### src/logic/apsq_defines.svh
// timing counts, reset values and mode codes for the power stage sequencer
`ifndef APSQ_DEFINES_SVH
`define APSQ_DEFINES_SVH
`define APSQ_CLK_HZ 200000000
`define APSQ_MS_PER_S 1000
`define APSQ_CYC_PER_MS (`APSQ_CLK_HZ / `APSQ_MS_PER_S)
`define APSQ_RAMP_BASE_MS 100
`define APSQ_RAMP_CAP_NF 100
`define APSQ_IDLE_PWM_HZ 384000
`define APSQ_IDLE_HALF_CYC (`APSQ_CLK_HZ / (2 * `APSQ_IDLE_PWM_HZ))
`define APSQ_MODE_BRIDGED 2'h0
`define APSQ_MODE_SINGLE 2'h1
`define APSQ_MODE_PARALLEL 2'h2
`define APSQ_CH_RST 4'h0
`define APSQ_RST_N_RST 1'b0
`endif

### src/logic/apsq_pkg.sv
// types shared by both ends of the power stage sequencer
`include "apsq_defines.svh"
package apsq_pkg;
  typedef enum logic [1:0] {
    APSQ_S_OFF  = 2'b00,
    APSQ_S_UP   = 2'b01,
    APSQ_S_RUN  = 2'b10,
    APSQ_S_DOWN = 2'b11
  } apsq_state_t;
  typedef enum logic [1:0] {
    APSQ_H_HOLD = 2'b00,
    APSQ_H_UP   = 2'b01,
    APSQ_H_RUN  = 2'b10,
    APSQ_H_DOWN = 2'b11
  } apsq_hstate_t;
  typedef logic [1:0] apsq_mode_t;
endpackage : apsq_pkg

### src/logic/apsq_if.sv
// pins between the pwm/system controller and the power stage
`timescale 1ns/10ps
interface apsq_if;
  logic reset_n;
  logic [3:0] pwm_in;
  logic fault_o;
  logic fault_oe;
  logic fault_lvl;
  // open-drain flag with pullup: low only while the stage drives low
  assign fault_lvl = fault_oe ? fault_o : 1'b1;
  modport dev (input reset_n, input pwm_in, output fault_o,
    output fault_oe, input fault_lvl);
  modport host (output reset_n, output pwm_in, input fault_lvl);
endinterface : apsq_if

### src/logic/apsq_stage.sv
// power stage end: supply guard, start/stop ramp, fault shutdown
// Functional notes
// - outputs hi-z until both supplies pass guard
// - weak pulldown on outputs while reset low and the stage is off
// - fully operational while both supplies stay good and no fault is latched
// - no supply order needed, no turn-on
// - controller releases reset only after supplies settle
// - ramp lasts 100 ms plus cap nanofarads
// - pwm source sends idle pwm during ramps; controller keeps streaming pwm_data during the stage ramp after a supply dip
// - ramp input is muted 50 percent duty
// - unused channel input grounded, output may float
// - any fault but bootstrap undervoltage: hi-z stage or its group, fault flag low
// - non-latched faults clear by themselves
// - fault groups: AB/CD, or all in parallel
// - bootstrap undervoltage kills only that high side
// - controller holds reset low while powering down
// - reset low forces fault flag released high
// - overtemperature latched until reset asserted
`timescale 1ns/10ps
`include "apsq_defines.svh"
module apsq_stage
  import apsq_pkg::*;
#(
  parameter int CYC_PER_MS = `APSQ_CYC_PER_MS
) (
  input wire logic mclk,
  input wire logic rst,
  apsq_if.dev pins,
  input wire logic gate_drive_supply_ok,
  input wire logic common_supply_ok,
  input wire logic [3:0] bootstrap_node_uv,
  input wire logic [3:0] channel_fault,
  input wire logic overload,
  input wire logic overtemp_shutdown,
  input wire apsq_mode_t out_mode,
  input wire logic [15:0] ramp_timing_cap,
  output logic [3:0] high_side_on,
  output logic [3:0] low_side_on,
  output logic [3:0] weak_pulldown,
  output logic ramp_busy,
  output logic ramp_done,
  output logic fault_pin_seen
);

  generate
    if (CYC_PER_MS < 2) begin : g_bad_div
      $error("CYC_PER_MS must be at least 2");
    end
  endgenerate

  localparam int DIV_W = $clog2(CYC_PER_MS);

  // shutdown mask of channels for the current output configuration
  function automatic logic [3:0] grp_mask(input apsq_mode_t m,
                                          input logic [3:0] f);
    logic [3:0] r;
    r = 4'h0;
    if (m == `APSQ_MODE_PARALLEL) begin
      r = {4{|f}};
    end else begin
      r[1:0] = {2{|f[1:0]}};
      r[3:2] = {2{|f[3:2]}};
    end
    return r;
  endfunction : grp_mask

  apsq_state_t state_r, state_nxt;
  logic [DIV_W-1:0] div_r, div_nxt;
  logic [16:0] ms_r, ms_nxt;
  logic done_r, done_nxt;
  logic ot_r, ot_nxt;
  logic ol_r, ol_nxt;
  logic [3:0] hs_r, hs_nxt;
  logic [3:0] ls_r, ls_nxt;
  logic [3:0] pd_r, pd_nxt;
  logic oe_r, oe_nxt;
  logic busy_r, busy_nxt;
  logic seen_r;

  logic rst_low;
  logic supplies_ok;
  logic global_kill;
  logic tick;
  logic [16:0] ramp_len;
  logic [3:0] ch_en;

  assign rst_low = !pins.reset_n;
  assign supplies_ok = gate_drive_supply_ok && common_supply_ok;
  assign global_kill = !supplies_ok || ot_r || ol_r;
  assign tick = (div_r == DIV_W'(CYC_PER_MS - 1));
  assign ramp_len = 17'(`APSQ_RAMP_BASE_MS) + {1'b0, ramp_timing_cap};

  // sequencer and ramp timer
  always_comb begin
    state_nxt = state_r;
    div_nxt = tick ? '0 : div_r + DIV_W'(1);
    ms_nxt = ms_r;
    done_nxt = done_r;
    case (state_r)
      APSQ_S_OFF: begin
        div_nxt = '0;
        done_nxt = 1'b0;
        // leaving off needs a released reset; supplies alone never start it
        if (!rst_low && !global_kill) begin
          state_nxt = APSQ_S_UP;
          ms_nxt = ramp_len;
        end
      end
      APSQ_S_UP: begin
        if (global_kill) begin
          state_nxt = APSQ_S_OFF;
        end else if (rst_low) begin
          state_nxt = APSQ_S_DOWN;
          ms_nxt = ramp_len;
          div_nxt = '0;
        end else if (tick) begin
          ms_nxt = ms_r - 17'h1;
          if (ms_r == 17'h1) begin
            state_nxt = APSQ_S_RUN;
            done_nxt = 1'b1;
          end
        end
      end
      APSQ_S_RUN: begin
        div_nxt = '0;
        // stays switching as long as both supplies hold and no overtemp or overload is latched
        if (global_kill) begin
          state_nxt = APSQ_S_OFF;
          done_nxt = 1'b0;
        end else if (rst_low) begin
          state_nxt = APSQ_S_DOWN;
          ms_nxt = ramp_len;
          done_nxt = 1'b0;
        end
      end
      APSQ_S_DOWN: begin
        // a release mid-ramp finishes the shutdown first, then restarts
        if (global_kill) begin
          state_nxt = APSQ_S_OFF;
        end else if (tick) begin
          ms_nxt = ms_r - 17'h1;
          if (ms_r == 17'h1) begin
            state_nxt = APSQ_S_OFF;
          end
        end
      end
      default: begin
        state_nxt = APSQ_S_OFF;
      end
    endcase
  end

  always_ff @(posedge mclk) begin
    if (rst) begin
      state_r <= APSQ_S_OFF;
      div_r <= '0;
      ms_r <= 17'h0;
      done_r <= 1'b0;
    end else begin
      state_r <= state_nxt;
      div_r <= div_nxt;
      ms_r <= ms_nxt;
      done_r <= done_nxt;
    end
  end

  // fault latches and output stage
  always_comb begin
    // set wins over the clear by reset
    ot_nxt = overtemp_shutdown || (ot_r && !rst_low);
    ol_nxt = overload || (ol_r && !rst_low);
    ch_en = (state_r != APSQ_S_OFF && !global_kill) ?
            ~grp_mask(out_mode, channel_fault) : 4'h0;
    // outputs follow the input pwm, ramps included
    hs_nxt = ch_en & pins.pwm_in & ~bootstrap_node_uv;
    ls_nxt = ch_en & ~pins.pwm_in;
    pd_nxt = {4{rst_low && state_r == APSQ_S_OFF}};
    oe_nxt = !rst_low && (global_kill || (|channel_fault));
    busy_nxt = (state_nxt == APSQ_S_UP) || (state_nxt == APSQ_S_DOWN);
  end

  always_ff @(posedge mclk) begin
    if (rst) begin
      ot_r <= 1'b0;
      ol_r <= 1'b0;
      hs_r <= `APSQ_CH_RST;
      ls_r <= `APSQ_CH_RST;
      pd_r <= `APSQ_CH_RST;
      oe_r <= 1'b0;
      busy_r <= 1'b0;
      seen_r <= 1'b0;
    end else begin
      ot_r <= ot_nxt;
      ol_r <= ol_nxt;
      hs_r <= hs_nxt;
      ls_r <= ls_nxt;
      pd_r <= pd_nxt;
      oe_r <= oe_nxt;
      busy_r <= busy_nxt;
      seen_r <= !pins.fault_lvl;
    end
  end

  assign pins.fault_o = 1'b0;
  assign pins.fault_oe = oe_r;
  assign high_side_on = hs_r;
  assign low_side_on = ls_r;
  assign weak_pulldown = pd_r;
  assign ramp_busy = busy_r;
  assign ramp_done = done_r;
  assign fault_pin_seen = seen_r;

endmodule : apsq_stage
### src/flat_wrapper.sv
// flat-port wrapper written by rule: the top's interface ports become plain ports
module apsq_stage_flat import apsq_pkg::*;
#(
  parameter int CYC_PER_MS = `APSQ_CYC_PER_MS
)
  (mclk, rst, gate_drive_supply_ok, common_supply_ok, bootstrap_node_uv, channel_fault, overload, overtemp_shutdown, out_mode, ramp_timing_cap, high_side_on, low_side_on, weak_pulldown, ramp_busy, ramp_done, fault_pin_seen, pins_reset_n, pins_pwm_in, pins_fault_o, pins_fault_oe);
  apsq_if pins_i ();
  input wire logic mclk;
  input wire logic rst;
  input wire logic gate_drive_supply_ok;
  input wire logic common_supply_ok;
  input wire logic [3:0] bootstrap_node_uv;
  input wire logic [3:0] channel_fault;
  input wire logic overload;
  input wire logic overtemp_shutdown;
  input wire apsq_mode_t out_mode;
  input wire logic [15:0] ramp_timing_cap;
  output logic [3:0] high_side_on;
  output logic [3:0] low_side_on;
  output logic [3:0] weak_pulldown;
  output logic ramp_busy;
  output logic ramp_done;
  output logic fault_pin_seen;
  input wire logic [$bits(pins_i.reset_n)-1:0] pins_reset_n;
  input wire logic [$bits(pins_i.pwm_in)-1:0] pins_pwm_in;
  output wire logic [$bits(pins_i.fault_o)-1:0] pins_fault_o;
  output wire logic [$bits(pins_i.fault_oe)-1:0] pins_fault_oe;
  assign pins_i.reset_n = pins_reset_n;
  assign pins_i.pwm_in = pins_pwm_in;
  assign pins_fault_o = pins_i.fault_o;
  assign pins_fault_oe = pins_i.fault_oe;
  apsq_stage #(.CYC_PER_MS(CYC_PER_MS)) u_core (.mclk(mclk), .rst(rst), .pins(pins_i), .gate_drive_supply_ok(gate_drive_supply_ok), .common_supply_ok(common_supply_ok), .bootstrap_node_uv(bootstrap_node_uv), .channel_fault(channel_fault), .overload(overload), .overtemp_shutdown(overtemp_shutdown), .out_mode(out_mode), .ramp_timing_cap(ramp_timing_cap), .high_side_on(high_side_on), .low_side_on(low_side_on), .weak_pulldown(weak_pulldown), .ramp_busy(ramp_busy), .ramp_done(ramp_done), .fault_pin_seen(fault_pin_seen));
endmodule
### config.mk
export PLATFORM = sky130hd
export DESIGN_NAME = apsq_stage_flat
export DESIGN_NICKNAME = d
export VERILOG_FILES = /design/src/logic/apsq_pkg.sv /design/src/logic/apsq_if.sv /design/src/logic/apsq_stage.sv /design/src/flat_wrapper.sv
export VERILOG_INCLUDE_DIRS = /design/src /design/src/logic
export SDC_FILE = /design/constraint.sdc
export NUM_CORES = 1
export LEC_CHECK = 0
export BUFFER_PORTS_ARGS = -buffer_cell sky130_fd_sc_hd__buf_2
export CAP_MARGIN = 30
export CORE_AREA = 10 10 86 88
export DETAILED_ROUTE_END_ITERATION = 10
export DIE_AREA = 0 0 96 98
export PLACE_DENSITY = 0.78
export SKIP_LAST_GASP = 1
export SYNTH_ARGS = -nofsm -noshare
export SYNTH_HDL_FRONTEND = slang
export SYNTH_SLANG_ARGS = --single-unit
### constraint.sdc
create_clock -name mclk -period 2.09 [get_ports mclk]
set_input_delay 0.209 -clock mclk [delete_from_list [all_inputs] [get_ports mclk]]
set_output_delay 0.209 -clock mclk [all_outputs]
set_load 0.05 [all_outputs]
# ---- Word-level counts from Yosys, hierarchy flattened
# Cells that the tools add are included.
dict set report word_totals {
  ff_bits 52
  in_bits 37
  output_inout_bits 17
  wordCells 95
}
dict set report classes {
  addsub 3
  n_eq_ne 17
  n_mux 32
  n_bitwise 6
  reduce_logical 25
}
# operator count
set ops {}
lappend ops {{$mux W17} 7}
lappend ops {{$pmux W17 S4} 1}
lappend ops {{$mux W18} 3}
lappend ops {{$pmux W18 S2} 1}
lappend ops {{$mux W2} 10}
lappend ops {{$add A18 B1 Y18 const B} 1}
lappend ops {{$eq A18 B18 Y1 const B} 1}
lappend ops {{$add A7 B16 Y17 const A} 1}
lappend ops {{$eq A17 B1 Y1 const B} 1}
lappend ops {{$sub A17 B1 Y17 const B} 1}
lappend ops {{$and A4 B4 Y4} 3}
lappend ops {{$not A4 Y4} 3}
lappend ops {{$ne A2 B2 Y1 const B} 5}
lappend ops {{$eq A2 B2 Y1 const B} 4}
lappend ops {{$mux W4} 2}
lappend ops {{$pmux W2 S4} 1}
lappend ops {{$logic_and A1 B1 Y1} 7}
lappend ops {{$logic_or A1 B1 Y1} 6}
lappend ops {{$mux W1} 6}
lappend ops {{$ne A2 B1 Y1 const B} 3}
lappend ops {{$reduce_and A6 Y1} 1}
lappend ops {{$reduce_or A2 Y1} 3}
lappend ops {{$reduce_and A5 Y1} 1}
lappend ops {{$eq A2 B1 Y1 const B} 2}
lappend ops {{7 further kinds} 9}

# ---- Depth between registers and ports, before layout
# Gate-level depths: netlist of run 1.
dict set report depth {
  depth_word 10
  mapped_depth 9
  ltp_nobuf 6
}

# ---- Worst setup path after synthesis of run 1
# No wires, ideal clock.
dict set report synth_timing {
  path_kind {flip-flop to flip-flop}
  start {reg u_core.div_r[0]}
  end {reg u_core.ms_r[11]}
  setup_time_ns 0.117
  t_arrival_ns 1.934
  required_time_ns 1.973
  setup_slack_ns 0.039
  path_stages_with_launch 8
  path_buffers 1
  period_less_slack_ns 2.051
  path_cell_list {dfxtp_1 > ha_1 > and2_1 > and3_1 > clkbuf_1 > nand3_1 > or4_1 > a32o_1}
}
dict set report synth_between {
  elab_chain_len 5
  elab_cells_between_ends 6
  cone_classes {1 x eq/ne; 5 x mux}
}
# item line_no
set synth_rtl {}
lappend synth_rtl {{from (decl)} apsq_stage.sv:68} ;# logic [DIV_W-1:0] div_r, div_nxt;
lappend synth_rtl {{from (signal assigned)} apsq_stage.sv:161} ;# div_r <= div_nxt;
lappend synth_rtl {{$eq A18 B18 Y1 *} apsq_stage.sv:90} ;# assign tick = (div_r == DIV_W'(CYC_PER_MS - 1));
lappend synth_rtl {{$mux W17 *} n/a}
lappend synth_rtl {{$mux W17 (2 in series)} n/a}
lappend synth_rtl {{$pmux W17 S4 *} n/a}
lappend synth_rtl {{to (signal assigned)} apsq_stage.sv:162} ;# ms_r <= ms_nxt;
lappend synth_rtl {{to (decl)} apsq_stage.sv:69} ;# logic [16:0] ms_r, ms_nxt;
# Mark *: on every way between the ends. The rest lies on a longest branch, timed or not. The select of a mux whose other input is x is not followed.
# A chain may end at the register's enable or synchronous reset.

# ---- Worst setup path in the final report of run 1
dict set report layout_timing {
  start {reg u_core.ms_r[9]}
  end {reg u_core.state_r[1]}
}
dict set report layout_between {
  elab_chain_len 6
  elab_cells_between_ends 9
  cone_classes {1 x eq/ne; 8 x mux}
}
# item line_no
set layout_rtl {}
lappend layout_rtl {{$eq A17 B1 Y1 *} {apsq_stage.sv:118, apsq_stage.sv:142}}
lappend layout_rtl {{$mux W2} apsq_stage.sv:118} ;# if (ms_r == 17'h1) begin
lappend layout_rtl {{$mux W2} apsq_stage.sv:116} ;# end else if (tick) begin
lappend layout_rtl {{$mux W2} apsq_stage.sv:112} ;# end else if (rst_low) begin
lappend layout_rtl {{$mux W2} apsq_stage.sv:110} ;# if (global_kill) begin
lappend layout_rtl {{$pmux W2 S4 *} apsq_stage.sv:99} ;# case (state_r)
lappend layout_rtl {{to (signal assigned)} apsq_stage.sv:160} ;# state_r <= state_nxt;
lappend layout_rtl {{to (decl)} apsq_stage.sv:67} ;# apsq_state_t state_r, state_nxt;
# Mark *: on every way between the ends. The rest lies on a longest branch, timed or not.

==> metrics.txt, run 1 <==
clk sink count 51; Tmin final ~2000 ps; power density cells 566 nW/um^2; total design power approximately 1.9 mW; commonest cells after routing, fill and taps aside buf_2, dfxtp_1, nor2_1; logic gate share of total power 15.7%; status completed; post-synth cell types 54; placement-stage cell area between 3000 and 4000 um^2; Mapped Cells approximately 340; Detail Placement HPWL around 5.8 mm; Clock Tree Root clkbuf_8; total CTS buffers 5; initial antenna violation count 0; design area roughly 3400 um^2; headroom to the max-slew limit between 60 and 70%; Seq/Total Area, Yosys 36.4%; First-pass DRT Iterations 5; row cnt 28; Initial Utilization between 40 and 50%; diode count 0; Max Fanout on Critical Path 4; clock share of power approximately a third; Post-DRT Antenna Nets 0; top post-synthesis cells by area dfxtp_1, xor2_1, nor2_1; Worst Skew between 7 and 8 ps; total track usage 16.5%; switching power a little over 0.5 mW; IO buf count 52; Max-cap violations 0; Post-Syn Nets roughly 380; Worst Setup Start Kind flop; Synth top area share between 30% and 40%; Synth Flop Type dfxtp_1; CTS tree done; routed wire length 7.64 mm; largest net degree at the start of global routing 20; syn_area_per_cell 8.36 um^2; die extent in y 98 um; RePlAce Congestion 0.949; fin worst setup slack between 60 and 70 ps; Core Util, Final between 50 and 60%; layout cell share with drive strength beyond 1 about a quarter; Static Leak 1.36 nW; Slew @ Worst Pin 540 ps; routed vias/inst a little under 6; Overflow after GRT 0; clock buffer depth 2; Setup CP Type flop to flop; first-pass GRT wire length 12.7 mm; Final Slew Violations 0; Switching Fraction roughly a quarter; Crit. End Element flop; die area around 9400 um^2; commonest non-fill, non-tap cell in the layout buf_2; IO Pins between 50 and 60; Post-route DRC 0; Critical Path RT around 2300 ps; Critical Path AT roughly 2200 ps; post-place setup slack ~18 ps; vias in the first global route 2719; Yosys warning count 0; nets approximately 440; setup_tns 0 ps; number of enable flip-flop cells after synthesis 0; Tightest Hold Check Type input port to flop; core area around 5700 um^2; Sequential Power Share around half; Int Pwr 1.42 mW; P&R area growth vs syn 21.7%; Final Cycle Share a little over nine tenths; Synth Cell Area between 2000 and 3000 um^2; VDD IR-drop max just under 500 uV; via count about 2800; Reg clk slew, reported paths ~90 ps; Final Hold Viols 0; # setup viols final 0; CTS H-Tree Depth 2; Synth area leader dfxtp_1; per-cell routed wire length 16.0 um; fmax 494 MHz; 1st-iter DRT viols roughly 330; Synth Register Bits 51; Die W about 96 um; async set or reset register ratio after synthesis 0%; worst skew pair latency slightly above 300 ps
## cells by family after synthesis
family,Yosys count,share of synthesized area (%)
and+or+nand+nor,149,29.2
buffers and inverters,30,4.77
other,1,0.134
xor gates and xnor gates,25,7.80
adders and majority gates,4,1.78
DFF,51,36.4
AOI/OAI and AO/OA,74,19.2
muxes,2,0.713
## registers in the layout (all words and copies together) (netlist names)
register	flops
u_core.weak_pulldown	1
u_core.high_side_on	4
u_core.state_r	2
u_core.fault_pin_seen	1
u_core.ol_r	1
u_core.ot_r	1
u_core.ms_r	17
u_core.ramp_done	1
u_core.low_side_on	4
u_core.div_r	18
u_core.pins.fault_oe	1
## cells in the mapped netlist (3+ instances only)
library cell and n:
a211oi_1 4, a21o_1 3, a21oi_1 10, a31oi_1 6, a32o_1 5, and3_1 9
and4_1 4, buf_2 5, buf_4 4, clkbuf_1 12, dfxtp_1 51, ha_1 4
inv_1 9, nand2_1 26, nand2b_1 6, nand3_1 14, nand4_1 7, nor2_1 36
nor3_1 7, nor3b_1 5, nor4_1 8, o211ai_1 7, o21ai_0 8, o22ai_1 5
o311ai_0 5, o31ai_1 5, or3_1 5, or4_1 8, xnor2_1 9, xor2_1 16
## cell type report
class	count	area, um^2
Clock buffer	7	96.3
Sequential cell	51	1020
Timing Repair Buffer	80	483
Multi-Input combinational cell	255	1680
Clock inverter	1	7.51
Inverter	9	33.8
Tap cell	75	93.8
Fill cell	520	2330
## worst paths after layout
kind	from	to	slack, ps	depth (start not counted)
max	u_core.ms_r[9]$_SDFFE_PP0P_	u_core.state_r[1]$_SDFF_PP0_	60	5
min	bootstrap_node_uv[3]	u_core.high_side_on[3]$_SDFF_PP0_	40	2
max reg2reg	u_core.ms_r[9]$_SDFFE_PP0P_	u_core.state_r[1]$_SDFF_PP0_	60	5
min reg2reg	u_core.div_r[0]$_SDFF_PP0_	u_core.div_r[0]$_SDFF_PP0_	430	1
## metal layers
layer,share of wire (%),track usage (%)
met5,0,0
met1,40,18.3
met3,6.1,4.90
met4,2.9,7.38
met2,51,27.8
## metrics by stage
step / instances / hold slack, ps
floorplan: 336 / 281
global placement: 469 / 370
detailed placement: 469 / 372
CTS: 477 / 34.6
global route: 478 / 34.7
finish: 478 / 42.3
## critical path: stages, from the launching register on
cell	delay (ps)
dfxtp_1	360
or4_4	570
nor3_4	260
nand2_1	110
or4_1	490
o311a_1	120
## power by group through the flow
stage	Clock [mW]	Combinational (mW)	Sequential, mW
floorplan	0	0.162	1.03
global placement	0	0.285	1.02
detailed placement	0	0.289	1.02
CTS	0.643	0.290	1.00
global route	0.680	0.330	1.00
finish	0.630	0.304	1.00
## what timing repair did
action,CTS,global route
setup buffers,0,1
hold buffers,0,0
gates resized for setup,0,7
hold endpoints to repair,0,0
setup endpoints to repair,0,11
Power figures use the tool's default switching activity.
==> run 2: changes to the inputs <==
- PLACE_DENSITY: 0.78 -> 0.75
- clock period: 2.09 -> 2.4 ns (I/O delays scaled with it)
==> metrics.txt, run 2 (synthesis gave the netlist of run 1 again) <==
clock buffer depth 2 (unchanged); Final Slew Violations 0 (unchanged); VDD IR-drop max 355 uV (-27%); Critical Path RT 2590 ps (+300 ps); core area 5750 um^2 (unchanged); Clock Tree Root clkbuf_8; commonest cells after routing, fill and taps aside buf_2, dfxtp_1, nor2_1; per-cell routed wire length 15.7 um (-1.9%); First-pass DRT Iterations 5 (unchanged); status completed; Initial Utilization 48.9% (unchanged); Post-route DRC 0 (unchanged); Setup CP Type flop to flop; headroom to the max-slew limit 55.0% (-8.9 points); vias in the first global route 2565 (-5.7%); Die W 96 um (unchanged); nets 426 (-3.8%); CTS H-Tree Depth 2 (unchanged); CTS tree done; Max Fanout on Critical Path 6 (+2); total design power 1.67 mW (-14%); die area 9410 um^2 (unchanged); die extent in y 98 um (unchanged); top flop regs u_core.div_r (18), u_core.ms_r (17); cell mode on critical path or4_1; Crit. End Element flop; initial antenna violation count 0 (unchanged); crit path max-delay cell type or4_1; largest net degree at the start of global routing 24 (+20%); IO Pins 54 (unchanged); Core Util, Final 56.5% (-2.9 points); CP max stage delay 670 ps (+100 ps); Static Leak 1.28 nW (-6.3%); Detail Placement HPWL 5.49 mm (-5.0%); Hold-fix buffers, CTS 0 (unchanged); setup_tns 0 ps (unchanged); P&R area growth vs syn 15.6%; fin worst setup slack 199 ps (+135 ps); IO buf count 52 (unchanged); RePlAce Congestion 0.906 (-4.5%); RSZ-0062 raised after global routing false; 1st-iter DRT viols 248 (-24%); post_cts resized 0 (unchanged); setup bufs post-CTS 0 (unchanged); clk sink count 51 (unchanged); layout cell share with drive strength beyond 1 19.2% (-5.1 points); worst skew pair latency 300 ps (about the same); diode count 0 (unchanged); Final Cycle Share 91.7% (-5.2 points); post-place setup slack 228 ps (+210 ps); Reg clk slew, reported paths 90 ps (about the same); commonest non-fill, non-tap cell in the layout buf_2; Post-DRT Antenna Nets 0 (unchanged); Overflow after GRT 0 (unchanged); Tightest Hold Check Type input port to flop; worst hold slack 91.1 ps (+48.8 ps); Tmin final 2200 ps (+175 ps); row cnt 28 (unchanged); Max-cap violations 0 (unchanged); fill count 542 (+4.2%); fmax 454 MHz (-8.0%); total CTS buffers 5 (unchanged); routed wire length 7.22 mm (-5.6%); Worst Skew 6.19 ps (-1.52 ps); Slew @ Worst Pin 670 ps (+130 ps); Top reg by flops u_core.div_r; CP Cell Sequence or4_1 > nor3_4 > nand2_1 > or4_1 > o311a_1; max reg flops 18 (unchanged); via count 2666 (-5.5%); total track usage 15.4% (-1.0 points); Worst Setup Start Kind flop; Critical Path AT 2390 ps (+160 ps); first-pass GRT wire length 12.1 mm (-4.8%); # setup viols final 0 (unchanged); power density cells 515 nW/um^2 (-9.0%); routed vias/inst 5.80 (-1.8%); Final Hold Viols 0 (unchanged)
## run 2: cell count changes in the layout (fill, tap and decap cells not counted), moves of 2 or more
| cell | change |
|---|---|
| clkbuf_8 | -2 |
| or4_1 | +2 |
| buf_4 | -16 |
| or4_4 | -2 |
## run 2: per-stage QoR
step           std cells  area (um^2)
2_1_floorplan        336         2810
3_3_place_gp         453         3140
3_5_place_dp         453         3140
4_1_cts              460         3250
5_1_grt              460         3250
6_report             460         3250
## run 2: worst max-delay path, delay by kind of cell (launching register included)
family / cells / cell delay (ps)
and+or+nand+nor: 4 / 1620
DFF: 1 / 340
AOI/OAI and AO/OA: 1 / 120
## run 2: metal layers
metal | vias up | global-route usage, % | share of wire (%)
met5 | - | 0 | 0
met4 | 0 | 4.54 | 2.1
met3 | 14 | 3.45 | 5.5
met2 | 87 | 26.3 | 51
met1 | 1231 | 18.6 | 41
li1 | 1334 | - | -
## run 2: path summary, 6_finish.rpt
path | start | to | cells past startpoint | slack (ps)
worst max-delay path | u_core.ms_r[5]$_SDFFE_PP0P_ | u_core.state_r[1]$_SDFF_PP0_ | 5 | 200
worst min-delay path | bootstrap_node_uv[2] | u_core.high_side_on[2]$_SDFF_PP0_ | 2 | 90
worst max register to register | u_core.ms_r[5]$_SDFFE_PP0P_ | u_core.state_r[1]$_SDFF_PP0_ | 5 | 200
worst min register to register | u_core.div_r[0]$_SDFF_PP0_ | u_core.div_r[0]$_SDFF_PP0_ | 1 | 470
## run 2: final cells by class
cell class                      instances  area [um^2]  area share (%)
Tap cell                               75         93.8            2.89
Clock inverter                          1         30.0           0.925
Multi-Input combinational cell        255         1650            50.9
Sequential cell                        51         1020            31.4
Timing Repair Buffer                   63          343            10.6
Inverter                                9         33.8            1.04
Clock buffer                            6         72.6            2.24
## run 2: power by group
part	internal, mW	total, mW	switching [mW]
registers	0.859	0.872	0.0129
clock network	0.306	0.572	0.266
logic	0.0874	0.229	0.142
